File: src/adcr_consts.svh
// Offsets, reset values, field positions and timing counts of the output rate config block
`ifndef ADCR_CONSTS_SVH
`define ADCR_CONSTS_SVH

// ****************************************
// Register offsets
// ****************************************
`define ADCR_OFS_GEN_CTRL 7'h01
`define ADCR_OFS_RATE 7'h02
`define ADCR_OFS_TIMING 7'h04
`define ADCR_OFS_RANDPOL 7'h07
`define ADCR_OFS_CAL_DELAY 7'h1E

// ****************************************
// Reset values
// ****************************************
`define ADCR_RST_GEN_CTRL 8'h00
`define ADCR_RST_RATE 8'h0F
`define ADCR_RST_TIMING 8'h9F
`define ADCR_RST_RANDPOL 8'h62
`define ADCR_RST_CAL_DELAY 8'h80

// ****************************************
// Field positions
// ****************************************
`define ADCR_BIT_IND_RATE 0
`define ADCR_BIT_SDO_EDGE 7
`define ADCR_BIT_WORD_CLK_INV 7
`define ADCR_BIT_CAL_EN 6
`define ADCR_BIT_RAND_EN 0
`define ADCR_DRATE_HI 7
`define ADCR_DRATE_LO 4
`define ADCR_CRATE_HI 3
`define ADCR_CRATE_LO 0

// ****************************************
// Rate codes
// ****************************************
`define ADCR_CODE_FULL 4'h0
`define ADCR_CODE_ZERO_MIN 4'hD
`define ADCR_CODE_NOCLK_MIN 4'hA
`define ADCR_CODE_NOCLK_MAX 4'hE
`define ADCR_CODE_CLK_FULL 4'hF
`define ADCR_CODE_DIV_TOP 4'h8
`define ADCR_SHIFT_MAX 4'h9
`define ADCR_SHIFT_ONE 4'h1

// ****************************************
// Serial frame
// ****************************************
`define ADCR_SPI_HDR_LAST 5'h07
`define ADCR_SPI_DATA_FIRST 5'h08
`define ADCR_SPI_FRAME_LAST 5'h0F
`define ADCR_SPI_FRAME_BITS 5'h10

// ****************************************
// Timing
// ****************************************
`define ADCR_CLK_PERIOD_NS 8
`define ADCR_CAL_STEP_NS 128
`define ADCR_CAL_STEP_CYC ((`ADCR_CAL_STEP_NS + `ADCR_CLK_PERIOD_NS - 1) / `ADCR_CLK_PERIOD_NS)

`endif

File: src/adcr_pkg.sv
// Types shared by the output rate config block
package adcr_pkg;
	typedef enum logic {
		CAL_IDLE,
		CAL_WAIT
	} adcr_cal_state_t;
	typedef logic [3:0] adcr_shift_t;
endpackage : adcr_pkg

File: src/adcr_reg_if.sv
// Register access carrier between serial slave and register bank
`timescale 1ns/1ps
interface adcr_reg_if;
	logic [6:0] addr;
	logic [7:0] wrData;
	logic wrEn;
	logic [7:0] rdData;
	logic sdoFallEdge;
	modport spi (output addr, output wrData, output wrEn, input rdData, input sdoFallEdge);
	modport regs (input addr, input wrData, input wrEn, output rdData, output sdoFallEdge);
endinterface : adcr_reg_if

File: src/adcr_spi_slave.sv
// Serial register access slave with selectable read-data launch edge
`timescale 1ns/1ps
`include "adcr_consts.svh"
module adcr_spi_slave (
	input wire logic clock,
	input wire logic rst,
	input wire logic spiSclk,
	input wire logic spiCsN,
	input wire logic spiSdi,
	output logic spiSdo,
	output logic spiSdoOe,
	adcr_reg_if.spi bus
);
	// ****************************************
	// Pin synchronisers
	// ****************************************
	logic [2:0] syncA_ff;
	logic [2:0] syncB_ff;
	logic sclkD_ff;
	always_ff @(posedge clock or posedge rst) begin
		if (rst) begin
			// Idle pin levels, so no false serial clock edge follows reset
			syncA_ff <= 3'h4;
			syncB_ff <= 3'h4;
			sclkD_ff <= 1'b0;
		end else begin
			syncA_ff <= {spiCsN, spiSclk, spiSdi};
			syncB_ff <= syncA_ff;
			sclkD_ff <= syncB_ff[1];
		end
	end

	logic csActive;
	logic riseDet;
	logic fallDet;
	logic sdiBit;
	assign csActive = ~syncB_ff[2];
	assign riseDet = syncB_ff[1] & ~sclkD_ff;
	assign fallDet = ~syncB_ff[1] & sclkD_ff;
	assign sdiBit = syncB_ff[0];

	// ****************************************
	// Frame engine
	// ****************************************
	logic [4:0] bitCnt_ff, nxt_bitCnt;
	logic [6:0] shift_ff, nxt_shift;
	logic isRead_ff, nxt_isRead;
	logic [6:0] addr_ff, nxt_addr;
	logic loadPend_ff, nxt_loadPend;
	logic sdoBit_ff, nxt_sdoBit;
	logic [7:0] sdoShift_ff, nxt_sdoShift;
	logic wrEn_ff, nxt_wrEn;
	logic [7:0] wrData_ff, nxt_wrData;
	logic present;

	always_comb begin
		nxt_bitCnt = bitCnt_ff;
		nxt_shift = shift_ff;
		nxt_isRead = isRead_ff;
		nxt_addr = addr_ff;
		nxt_loadPend = 1'b0;
		nxt_sdoBit = sdoBit_ff;
		nxt_sdoShift = sdoShift_ff;
		nxt_wrEn = 1'b0;
		nxt_wrData = wrData_ff;
		present = 1'b0;
		if (!csActive) begin
			nxt_bitCnt = 5'h00;
			nxt_isRead = 1'b0;
		end else if (riseDet) begin
			nxt_shift = {shift_ff[5:0], sdiBit};
			nxt_bitCnt = bitCnt_ff + 5'h01;
			if (bitCnt_ff == `ADCR_SPI_HDR_LAST) begin
				nxt_isRead = shift_ff[6];
				nxt_addr = {shift_ff[5:0], sdiBit};
				nxt_loadPend = shift_ff[6];
			end
			if (bitCnt_ff == `ADCR_SPI_FRAME_LAST && !isRead_ff) begin
				nxt_wrEn = 1'b1;
				nxt_wrData = {shift_ff[6:0], sdiBit};
			end
			present = !bus.sdoFallEdge && isRead_ff && bitCnt_ff >= `ADCR_SPI_DATA_FIRST
				&& bitCnt_ff < `ADCR_SPI_FRAME_LAST;
		end else if (fallDet) begin
			present = bus.sdoFallEdge && isRead_ff && bitCnt_ff >= `ADCR_SPI_DATA_FIRST
				&& bitCnt_ff < `ADCR_SPI_FRAME_BITS;
		end
		if (loadPend_ff) begin
			nxt_sdoShift = bus.rdData;
			if (!bus.sdoFallEdge) begin
				nxt_sdoBit = bus.rdData[7];
				nxt_sdoShift = {bus.rdData[6:0], 1'b0};
			end
		end else if (present) begin
			nxt_sdoBit = sdoShift_ff[7];
			nxt_sdoShift = {sdoShift_ff[6:0], 1'b0};
		end
	end

	always_ff @(posedge clock or posedge rst) begin
		if (rst) begin
			bitCnt_ff <= 5'h00;
			shift_ff <= 7'h00;
			isRead_ff <= 1'b0;
			addr_ff <= 7'h00;
			loadPend_ff <= 1'b0;
			sdoBit_ff <= 1'b0;
			sdoShift_ff <= 8'h00;
			wrEn_ff <= 1'b0;
			wrData_ff <= 8'h00;
		end else begin
			bitCnt_ff <= nxt_bitCnt;
			shift_ff <= nxt_shift;
			isRead_ff <= nxt_isRead;
			addr_ff <= nxt_addr;
			loadPend_ff <= nxt_loadPend;
			sdoBit_ff <= nxt_sdoBit;
			sdoShift_ff <= nxt_sdoShift;
			wrEn_ff <= nxt_wrEn;
			wrData_ff <= nxt_wrData;
		end
	end

	assign bus.addr = addr_ff;
	assign bus.wrEn = wrEn_ff;
	assign bus.wrData = wrData_ff;
	assign spiSdo = sdoBit_ff;
	assign spiSdoOe = csActive & isRead_ff & (bitCnt_ff >= `ADCR_SPI_DATA_FIRST);
endmodule : adcr_spi_slave

File: src/adcr_output_rate_config.sv
// Output rate, word clock, randomizer and calibration delay register bank
`timescale 1ns/1ps
`include "adcr_consts.svh"
module adcr_output_rate_config #(
	parameter int DATA_W = 16,
	parameter int CAL_STEP_CYC = `ADCR_CAL_STEP_CYC
) (
	input wire logic clock,
	input wire logic rst,
	input wire logic spiSclk,
	input wire logic spiCsN,
	input wire logic spiSdi,
	output logic spiSdo,
	output logic spiSdoOe,
	input wire logic [DATA_W-1:0] adcData,
	input wire logic adcValid,
	input wire logic calRequest,
	output logic [DATA_W-1:0] outData,
	output logic outValid,
	output logic dataClockOut,
	output logic wordClockOut,
	output logic calStart
);
	if (DATA_W < 2 || CAL_STEP_CYC < 1) begin : paramCheck
		$error("adcr_output_rate_config: unsupported parameters");
	end

	// ****************************************
	// Register access
	// ****************************************
	adcr_reg_if regBus ();
	adcr_spi_slave adcr_spi_slave_inst (
		.clock(clock),
		.rst(rst),
		.spiSclk(spiSclk),
		.spiCsN(spiCsN),
		.spiSdi(spiSdi),
		.spiSdo(spiSdo),
		.spiSdoOe(spiSdoOe),
		.bus(regBus.spi)
	);

	logic [7:0] genCtrl_ff, nxt_genCtrl;
	logic [7:0] rateCtrl_ff, nxt_rateCtrl;
	logic [7:0] timing_ff, nxt_timing;
	logic [7:0] randPol_ff, nxt_randPol;
	logic [7:0] calDelay_ff, nxt_calDelay;

	always_comb begin
		nxt_genCtrl = genCtrl_ff;
		nxt_rateCtrl = rateCtrl_ff;
		nxt_timing = timing_ff;
		nxt_randPol = randPol_ff;
		nxt_calDelay = calDelay_ff;
		if (regBus.wrEn) begin
			case (regBus.addr)
				`ADCR_OFS_GEN_CTRL: nxt_genCtrl = regBus.wrData & 8'h01;
				`ADCR_OFS_RATE: nxt_rateCtrl = regBus.wrData;
				`ADCR_OFS_TIMING: nxt_timing = regBus.wrData;
				`ADCR_OFS_RANDPOL: nxt_randPol = regBus.wrData;
				`ADCR_OFS_CAL_DELAY: nxt_calDelay = regBus.wrData;
				default: nxt_genCtrl = genCtrl_ff;
			endcase
		end
	end

	always_ff @(posedge clock or posedge rst) begin
		if (rst) begin
			genCtrl_ff <= `ADCR_RST_GEN_CTRL;
			rateCtrl_ff <= `ADCR_RST_RATE;
			timing_ff <= `ADCR_RST_TIMING;
			randPol_ff <= `ADCR_RST_RANDPOL;
			calDelay_ff <= `ADCR_RST_CAL_DELAY;
		end else begin
			genCtrl_ff <= nxt_genCtrl;
			rateCtrl_ff <= nxt_rateCtrl;
			timing_ff <= nxt_timing;
			randPol_ff <= nxt_randPol;
			calDelay_ff <= nxt_calDelay;
		end
	end

	always_comb begin
		case (regBus.addr)
			`ADCR_OFS_GEN_CTRL: regBus.rdData = genCtrl_ff;
			`ADCR_OFS_RATE: regBus.rdData = rateCtrl_ff;
			`ADCR_OFS_TIMING: regBus.rdData = timing_ff;
			`ADCR_OFS_RANDPOL: regBus.rdData = randPol_ff;
			`ADCR_OFS_CAL_DELAY: regBus.rdData = calDelay_ff;
			default: regBus.rdData = 8'h00;
		endcase
	end
	assign regBus.sdoFallEdge = timing_ff[`ADCR_BIT_SDO_EDGE];

	// ****************************************
	// Output formatter
	// ****************************************
	// divide by power of two
	function automatic adcr_pkg::adcr_shift_t rateShift(input logic [3:0] code);
		if (code == `ADCR_CODE_FULL || code >= `ADCR_CODE_NOCLK_MIN) begin
			return 4'h0;
		end else if (code >= `ADCR_CODE_DIV_TOP) begin
			return `ADCR_SHIFT_MAX;
		end
		return code + `ADCR_SHIFT_ONE;
	endfunction : rateShift

	function automatic logic [8:0] shiftMask(input adcr_pkg::adcr_shift_t s);
		return (9'h001 << s) - 9'h001;
	endfunction : shiftMask

	logic [3:0] dataCode;
	logic [3:0] clkCode;
	logic indRate;
	assign dataCode = rateCtrl_ff[`ADCR_DRATE_HI:`ADCR_DRATE_LO];
	assign clkCode = rateCtrl_ff[`ADCR_CRATE_HI:`ADCR_CRATE_LO];
	assign indRate = genCtrl_ff[`ADCR_BIT_IND_RATE];

	adcr_pkg::adcr_shift_t actDataShift_ff, nxt_actDataShift;
	adcr_pkg::adcr_shift_t actClkShift_ff, nxt_actClkShift;
	logic actZero_ff, nxt_actZero;
	logic actNoClk_ff, nxt_actNoClk;
	logic [8:0] wordCnt_ff, nxt_wordCnt;
	logic [8:0] clkCnt_ff, nxt_clkCnt;
	logic [DATA_W-1:0] outData_ff, nxt_outData;
	logic outValid_ff, nxt_outValid;
	logic dataClk_ff, nxt_dataClk;
	logic wordTog_ff, nxt_wordTog;
	logic wordClk_ff, nxt_wordClk;
	logic boundary;
	logic [DATA_W-1:0] scrambled;

	assign boundary = wordCnt_ff == shiftMask(actDataShift_ff);
	assign scrambled = randPol_ff[`ADCR_BIT_RAND_EN]
		? adcData ^ {{(DATA_W-1){adcData[0]}}, 1'b0} : adcData;

	always_comb begin
		nxt_actDataShift = actDataShift_ff;
		nxt_actClkShift = actClkShift_ff;
		nxt_actZero = actZero_ff;
		nxt_actNoClk = actNoClk_ff;
		nxt_wordCnt = wordCnt_ff;
		nxt_clkCnt = clkCnt_ff;
		nxt_outData = outData_ff;
		nxt_outValid = 1'b0;
		nxt_dataClk = actNoClk_ff ? 1'b0 : dataClk_ff;
		nxt_wordTog = wordTog_ff;
		if (adcValid && boundary) begin
			nxt_outData = actZero_ff ? '0 : scrambled;
			nxt_outValid = 1'b1;
			nxt_wordTog = ~wordTog_ff;
			nxt_wordCnt = 9'h000;
			nxt_actDataShift = rateShift(dataCode);
			nxt_actZero = dataCode >= `ADCR_CODE_ZERO_MIN;
			if (indRate) begin
				nxt_actClkShift = clkCode == `ADCR_CODE_CLK_FULL ? 4'h0 : rateShift(clkCode);
				nxt_actNoClk = clkCode >= `ADCR_CODE_NOCLK_MIN
					&& clkCode <= `ADCR_CODE_NOCLK_MAX;
			end else begin
				nxt_actClkShift = rateShift(dataCode);
				nxt_actNoClk = 1'b0;
			end
		end else if (adcValid) begin
			nxt_wordCnt = wordCnt_ff + 9'h001;
		end
		// clock divider on every valid word while the clock runs, realigned to data when not independent
		if (adcValid && !actNoClk_ff) begin
			if (clkCnt_ff >= shiftMask(actClkShift_ff) || (boundary && !indRate)) begin
				nxt_clkCnt = 9'h000;
				nxt_dataClk = ~dataClk_ff;
			end else begin
				nxt_clkCnt = clkCnt_ff + 9'h001;
			end
		end
		nxt_wordClk = nxt_wordTog ^ randPol_ff[`ADCR_BIT_WORD_CLK_INV];
	end

	always_ff @(posedge clock or posedge rst) begin
		if (rst) begin
			actDataShift_ff <= 4'h0;
			actClkShift_ff <= 4'h0;
			actZero_ff <= 1'b0;
			actNoClk_ff <= 1'b0;
			wordCnt_ff <= 9'h000;
			clkCnt_ff <= 9'h000;
			outData_ff <= '0;
			outValid_ff <= 1'b0;
			dataClk_ff <= 1'b0;
			wordTog_ff <= 1'b0;
			wordClk_ff <= 1'b0;
		end else begin
			actDataShift_ff <= nxt_actDataShift;
			actClkShift_ff <= nxt_actClkShift;
			actZero_ff <= nxt_actZero;
			actNoClk_ff <= nxt_actNoClk;
			wordCnt_ff <= nxt_wordCnt;
			clkCnt_ff <= nxt_clkCnt;
			outData_ff <= nxt_outData;
			outValid_ff <= nxt_outValid;
			dataClk_ff <= nxt_dataClk;
			wordTog_ff <= nxt_wordTog;
			wordClk_ff <= nxt_wordClk;
		end
	end

	assign outData = outData_ff;
	assign outValid = outValid_ff;
	assign dataClockOut = dataClk_ff;
	assign wordClockOut = wordClk_ff;

	// ****************************************
	// Calibration start delay
	// ****************************************
	localparam int STEP_W = $clog2(CAL_STEP_CYC + 1);
	adcr_pkg::adcr_cal_state_t calState_ff, nxt_calState;
	logic [7:0] calCnt_ff, nxt_calCnt;
	logic [STEP_W-1:0] stepCnt_ff, nxt_stepCnt;
	logic calStart_ff, nxt_calStart;
	logic stepTick;
	assign stepTick = stepCnt_ff == STEP_W'(CAL_STEP_CYC - 1);

	always_comb begin
		nxt_calState = calState_ff;
		nxt_calCnt = calCnt_ff;
		nxt_stepCnt = stepTick ? '0 : stepCnt_ff + STEP_W'(1);
		nxt_calStart = 1'b0;
		case (calState_ff)
			adcr_pkg::CAL_IDLE: begin
				nxt_stepCnt = '0;
				if (calRequest) begin
					if (randPol_ff[`ADCR_BIT_CAL_EN]) begin
						nxt_calState = adcr_pkg::CAL_WAIT;
						nxt_calCnt = calDelay_ff;
					end else begin
						nxt_calStart = 1'b1;
					end
				end
			end
			adcr_pkg::CAL_WAIT: begin
				if (stepTick) begin
					if (calCnt_ff == 8'h00) begin
						nxt_calStart = 1'b1;
						nxt_calState = adcr_pkg::CAL_IDLE;
					end else begin
						nxt_calCnt = calCnt_ff - 8'h01;
					end
				end
			end
			default: nxt_calState = adcr_pkg::CAL_IDLE;
		endcase
	end

	always_ff @(posedge clock or posedge rst) begin
		if (rst) begin
			calState_ff <= adcr_pkg::CAL_IDLE;
			calCnt_ff <= 8'h00;
			stepCnt_ff <= '0;
			calStart_ff <= 1'b0;
		end else begin
			calState_ff <= nxt_calState;
			calCnt_ff <= nxt_calCnt;
			stepCnt_ff <= nxt_stepCnt;
			calStart_ff <= nxt_calStart;
		end
	end
	assign calStart = calStart_ff;
endmodule : adcr_output_rate_config

File: config.mk
export PLATFORM = sky130hd
export DESIGN_NAME = adcr_output_rate_config
export DESIGN_NICKNAME = d
export VERILOG_FILES = /design/src/adcr_pkg.sv /design/src/adcr_reg_if.sv /design/src/adcr_spi_slave.sv /design/src/adcr_output_rate_config.sv
export VERILOG_INCLUDE_DIRS = /design/src
export SDC_FILE = /design/constraint.sdc
export NUM_CORES = 1
export LEC_CHECK = 0
export ABC_AREA = 1
export BUFFER_PORTS_ARGS = -buffer_cell sky130_fd_sc_hd__buf_2
export CAP_MARGIN = 20
export CORE_MARGIN = 4
export CORE_UTILIZATION = 35
export CTS_CLUSTER_SIZE = 8
export DETAILED_ROUTE_END_ITERATION = 16
export HOLD_SLACK_MARGIN = 0.12
export SETUP_SLACK_MARGIN = 0.4
export SYNTH_ARGS = -nofsm -noshare
export SYNTH_HDL_FRONTEND = slang
export SYNTH_SLANG_ARGS = --single-unit
File: constraint.sdc
create_clock -name clock -period 13.15 [get_ports clock]
set_input_delay 1.9725 -clock clock [delete_from_list [all_inputs] [get_ports clock]]
set_output_delay 1.9725 -clock clock [all_outputs]
set_load 0.03 [all_outputs]
# ---- Word-level counts from Yosys, hierarchy flattened
# Index checks and enable logic that the tools add are counted.
dict set report op_classes {
  add_sub_neg 9
  n_lt_le_gt_ge 10
  n_eq_ne 15
  shift 2
  muxes 67
  n_bitwise 12
  n_reduce_logical 36
}
# operator n
set ops {}
lappend ops {{8-bit 2-to-1 mux} 7}
lappend ops {{8-bit one-hot mux with 5 select lines} 1}
lappend ops {{1-bit 2-to-1 mux} 38}
lappend ops {{4-bit 2-to-1 mux} 9}
lappend ops {{16-bit 2-to-1 mux} 2}
lappend ops {{9-bit 2-to-1 mux} 3}
lappend ops {{4-bit >= comparator (second input constant)} 5}
lappend ops {{5-bit 2-to-1 mux} 4}
lappend ops {{9-bit by 1-bit adder with 9-bit output (second input constant)} 2}
lappend ops {{1-bit by 4-bit left shift with 9-bit output (first input constant)} 2}
lappend ops {{9-bit by 1-bit subtractor with 9-bit output (second input constant)} 2}
lappend ops {{8-bit one-hot mux with 2 select lines} 1}
lappend ops {{2-bit AND reduction} 8}
lappend ops {{16-bit XOR} 1}
lappend ops {{7-bit by 3-bit equality test with 1-bit output (second input constant)} 2}
lappend ops {{1-bit logical AND} 11}
lappend ops {{5-bit by 1-bit adder with 5-bit output (second input constant)} 2}
lappend ops {{5-bit by 4-bit equality test with 1-bit output (second input constant)} 2}
lappend ops {{9-bit equality test} 1}
lappend ops {{9-bit >= comparator} 1}
lappend ops {{4-bit by 1-bit adder with 4-bit output (second input constant)} 2}
lappend ops {{4-bit logical NOT} 2}
lappend ops {{8-bit logical NOT} 1}
lappend ops {{2-bit inequality test (second input constant)} 4}
lappend ops {{other kinds (20)} 38}
dict set report totals {
  regBits 142
  inputBits 23
  out_inout_bits 22
}

# ---- Depth between registers and ports, before layout
dict set report depth {
  ltp_word 8
  mapped_depth 16
}

# ---- Cells and area by module
# From an unflattened synthesis, not the netlist that was laid out.
dict set report hier_totals {
  hier_cells 919
  hier_area_um2 7467.2
}
# module instances cells_each area_per_inst_um2 seq_area_each_um2
set modules_own_cells {}
lappend modules_own_cells {adcr_output_rate_config 1 713 5462.7 2419.8}
lappend modules_own_cells {adcr_spi_slave 1 206 2004.4 1153.6}

# ---- Worst setup path before layout
# OpenSTA, ideal clock, no wires.
dict set report synth_timing {
  path_kind {in2reg}
  startpoint {in adcValid}
  endpoint {reg clkCnt_ff[8]}
  t_arrival_ns 3.016
  required_ns 13.072
  setup_slack_ns 10.057
  cell_stages 9
  path_buffers 1
  cell_sequence {inv_2 > or2_1 > buf_2 > nor3_4 > nand3_1 > nor3_2 > nand2_1 > xor2_1 > a21oi_1}
}
dict set report synth_between {
  elab_chain_len 1
}
# element line
set synth_rtl {}
lappend synth_rtl {{start: declaration} adcr_output_rate_config.sv:16} ;# input wire logic adcValid,
lappend synth_rtl {{1-bit logical AND} adcr_output_rate_config.sv:167} ;# if (adcValid && !actNoClk_ff) begin
lappend synth_rtl {{end signal: assignment} adcr_output_rate_config.sv:197} ;# clkCnt_ff <= nxt_clkCnt;
lappend synth_rtl {{end: declaration} adcr_output_rate_config.sv:124} ;# logic [8:0] clkCnt_ff, nxt_clkCnt;
# Every way passes these cells.
# A chain may end at the register's enable or synchronous reset.

# ---- Worst setup path in the final report
dict set report layout_timing {
  startpoint {reg adcr_spi_slave_inst.syncB_ff[2]}
  endpoint {out spiSdoOe}
}
dict set report layout_between {
  elab_chain_len 3
}
# element line
set layout_rtl {}
lappend layout_rtl {{start: declaration} adcr_spi_slave.sv:18} ;# logic [2:0] syncB_ff;
lappend layout_rtl {{start signal: assignment} adcr_spi_slave.sv:28} ;# syncB_ff <= syncA_ff;
lappend layout_rtl {{1-bit inverter (no source line)} --}
lappend layout_rtl {{1-bit bitwise AND (2 in a row)} adcr_spi_slave.sv:128} ;# assign spiSdoOe = csActive & isRead_ff & (bitCnt_ff >= `ADCR_SPI_DATA_FIRST);
lappend layout_rtl {{end: declaration} adcr_output_rate_config.sv:14} ;# output logic spiSdoOe,
# Every way passes these cells.

==> summary.md <==
The die covers 23,300 um^2. The arrival time at the worst endpoint is 1420 ps, and the count of endpoints failing setup in the final report is 0. The fmax was 295 MHz; the number of warnings printed during yosys synthesis was 0. Summing the areas of all compound-gate instances in the mapped netlist gives 15.3% of the synthesized area. The most frequent standard cell in the layout excluding fill and tap cells was sky130_fd_sc_hd__nand2_1. The main flop type after synthesis is sky130_fd_sc_hd__dfrtp_1.

The async set-reset flop share out of synthesis was 100%. Compared with the post-synthesis result, the final layout area differs by 14.4%. The routed layout has 5,893 vias.

The height of the die is 153 um. After synthesis, the share of cell area in mux cells is 0.137%. The effective utilization at floorplan is 35.8%. Across the run, the number of max-cap violations was 0. In this run the most critical hold path is launched from adcr_spi_slave_inst.syncA_ff[1]$_DFF_PP0_. The fill cell instance count of the final layout came out at 2,076. The first global-routing pass estimated 27.6 mm of wire. Across every metal layer, demand over resource in global routing totals 14.3%.

The first detailed-routing pass ran for 6 iterations. The count of nets after finishing was 997. The path with the worst hold slack has its endpoint at adcr_spi_slave_inst.syncB_ff[1]$_DFF_PP0_. Summed over all cells, the static leakage comes to 3.97 nW. Clock-pin slew was measured on the worst setup and hold paths at 60 ps. In the routed design, unresolved DRC markers number 0. The die width came out at 153 um. The summed instance area of the synthesized netlist is 7320 um^2.

The largest family of logic cells by synthesized area is simple AND/OR/NAND/NOR gates. The number of clock sinks was 142; the simple-gate share of the synthesized area was 21.9%. The worst register-to-register path begins at actClkShift_ff[0]$_DFFE_PP0P_. In the layout the commonest cells are sky130_fd_sc_hd__nand2_1 (243), sky130_fd_sc_hd__dfrtp_1 (126), sky130_fd_sc_hd__o21ai_0 (113).

Setup repair after global routing left no endpoint under its margin. The worst hold path belongs to the class flop to flop. Clock skew on the completed layout was measured at 13.6 ps. Total overflow reported by the global router: 0. The tools report the maximum number of pins on one net before global-route repair as 89.

The worst setup timing slack at the placement stage was 9660 ps; the antenna diode count was 0. The region available for standard cell placement spans 20,400 um^2. The tools report the final number of hold-violating endpoints as 0.

Initial antenna violation count: 0. Row generation in the floorplan step produced 52 rows. The worst pin sits at a relative slew slack of 33.8%. After synthesis, the netlist uses 45 different library cells.

The number of nets handed over by synthesis was 956. The endpoint identified for the worst register-to-register timing path is dataClockOut$_DFF_PP0_. The count of nets left with antenna violations once routing finished came out at 0. The synthesized design contains 142 register bits.

The number of DRC markers in iteration 0 came out at 345. The H-tree was split into 4 levels. Counting along the longest clock path gives a buffer depth of 2. Tracing the worst setup path back leads to its startpoint at adcr_spi_slave_inst.syncB_ff[2]$_DFF_PP1_.

Along the worst path, the maximum fanout reaches 6. The run finished with clean final reports. The design draws 1.21 mW. Worst-case reg-to-reg path depth: 15. The root buffer cell is sky130_fd_sc_hd__clkbuf_16. Subtracting the final worst setup slack from the clock period gives 3390 ps. The xor and xnor area share after synthesis came out at 2.27%. Fraction of layout cells with a size suffix above 1: 11.4%. The tools report the TritonCTS buffer count as 17. TritonCTS built the clock tree. The number of instances in the synthesized netlist was 910. At the later pin of the worst-skew pair, clock insertion delay measures 430 ps. STA classifies the critical path startpoint as a flop.

Summing all non-filler instances in the final layout gives an area of 8380 um^2. The logs give 10,270 ps for the internal reg-to-reg setup slack and 0 for the count of buffers added by post-CTS timing repair for setup. Data on the critical path is required at its endpoint by 11,180 ps.

For the minimum setup slack in the final design, the log shows 9760 ps. At the end of routability-driven placement, the weighted congestion stood at 0.838. In this run, post-CTS hold repair placed 0 buffers. The half-perimeter wire length after detailed placement was 11.4 mm; the standard cell area after detailed placement was 7790 um^2. The via count of the first global-routing pass is 5,720, and the number of cells on the worst hold path is 0.

The logs give 0.0859 mV for the worst voltage drop across the vdd grid and 0 for the number of cells upsized or downsized after cts. Wires add up to 15.7 mm. In the routed layout, each cell is associated on average with a via count of 4.78.

Port buffering added 44 buffers. Summing the areas of all fa, ha and maj instances in the mapped netlist gives 3.93% of the synthesized area. The critical path in this run is classified as flop to output port. Summing the sequential cell areas from Yosys gives 48.8% of the chip area.

At the pin with the least slew margin, the transition time is 993 ps. For this design the ratio of total power to cell area is 145 nW/um^2. Dividing the final minimum period by the clock period gives 25.8%. Adding up every negative setup slack in the final design gives 0 ps.

The count of flip-flops with a built-in enable after synthesis came out at 0. STA classifies the critical path endpoint as an output port. After synthesis, the mean cell area works out to 8.04 um^2. The final-layout worst hold slack came out at 348 ps. For the final number of max-transition violations, the log shows 0.

In this run the count of I/O pins placed on the die edge is 45. Wire length per cell: 12.7 um.
## stage by stage
stage	utilization, %	std cells
floorplan	-	910
global placement	38.1	1202
detailed placement	38.1	1202
CTS	41.0	1234
global route	41.0	1234
finish	41.0	1234
## where the power goes
part / switching [mW] / total (mW) / internal (mW)
logic: 0.136 / 0.212 / 0.0758
registers: 0.0385 / 0.519 / 0.480
clock network: 0.190 / 0.480 / 0.290
## layer usage
layer,share of wire [%],track usage (%),vias up,routed length [um]
met5,0,0,-,0
li1,-,-,3049,-
met4,1.9,5.22,0,300
met3,3.4,3.27,23,532
met2,46,22.6,98,7220
met1,49,19.3,2723,7670
## cell families (layout without fill, tap and decap cells)
family,Yosys count,after routing
compound gates,204,204
xor+xnor,19,19
fa+ha+maj,23,23
buf+inv,143,197
flops,142,142
mux,1,1
simple gates,378,378
## state kept, by name, summed over array words and instances (netlist names), 3 cells and up
name	flops
actClkShift_ff	4
actDataShift_ff	4
adcr_spi_slave_inst.bitCnt_ff	5
adcr_spi_slave_inst.bus.addr	7
adcr_spi_slave_inst.bus.wrData	8
adcr_spi_slave_inst.sdoShift_ff	8
adcr_spi_slave_inst.shift_ff	7
adcr_spi_slave_inst.syncA_ff	3
adcr_spi_slave_inst.syncB_ff	3
calCnt_ff	8
calDelay_ff	8
clkCnt_ff	9
outData	16
randPol_ff	8
rateCtrl_ff	8
stepCnt_ff	5
timing_ff	8
wordCnt_ff	9
## Yosys cell counts (4+ instances only)
master | instances | area, um^2
sky130_fd_sc_hd__nor2_1 | 53 | 199
sky130_fd_sc_hd__o21a_1 | 8 | 60.1
sky130_fd_sc_hd__clkbuf_1 | 13 | 48.8
sky130_fd_sc_hd__a21o_1 | 15 | 113
sky130_fd_sc_hd__o21ai_0 | 113 | 566
sky130_fd_sc_hd__nand3_1 | 45 | 225
sky130_fd_sc_hd__xor2_1 | 9 | 78.8
sky130_fd_sc_hd__inv_1 | 113 | 424
sky130_fd_sc_hd__nand2_1 | 243 | 912
sky130_fd_sc_hd__a21oi_1 | 25 | 125
sky130_fd_sc_hd__inv_2 | 4 | 15.0
sky130_fd_sc_hd__xnor2_1 | 10 | 87.6
sky130_fd_sc_hd__nor3_1 | 5 | 25.0
sky130_fd_sc_hd__dfstp_2 | 16 | 420
sky130_fd_sc_hd__buf_2 | 8 | 40.0
sky130_fd_sc_hd__nand4_1 | 8 | 50.1
sky130_fd_sc_hd__nand3b_1 | 6 | 45.0
sky130_fd_sc_hd__o21ai_1 | 24 | 120
sky130_fd_sc_hd__ha_1 | 23 | 288
sky130_fd_sc_hd__nor4_1 | 4 | 25.0
sky130_fd_sc_hd__o22ai_1 | 7 | 43.8
sky130_fd_sc_hd__dfrtp_1 | 126 | 3150
## layout make-up
class / count / area, um^2 / area share [%]
flip-flops and latches: 142 / 3570 / 42.7
inverters: 119 / 453 / 5.41
well taps: 270 / 338 / 4.03
multi-input cells: 625 / 3190 / 38.0
clock inverters: 12 / 134 / 1.60
clock buffers: 20 / 457 / 5.45
repair buffers: 46 / 235 / 2.81
## how the worst max path moves through the flow
stage,endpoint,slack (ps),depth (start not counted)
after floorplan,actClkShift_ff[0]$_DFFE_PP0P_,7390,1
after global placement,adcr_spi_slave_inst.syncA_ff[1]$_DFF_PP0_,9690,3
after detailed placement,calCnt_ff[7]$_DFFE_PP0P_,9660,5
after CTS,spiSdoOe,9730,4
after global routing,spiSdoOe,9660,4
final,spiSdoOe,9760,4
## worst max-delay path: stages (launching register included)
cell and delay [ps]:
sky130_fd_sc_hd__dfstp_2 360, sky130_fd_sc_hd__inv_1 140, sky130_fd_sc_hd__nand2_1 100, sky130_fd_sc_hd__a21oi_1 170, sky130_fd_sc_hd__buf_2 220
No activity file was read; power rests on OpenSTA's default activity.
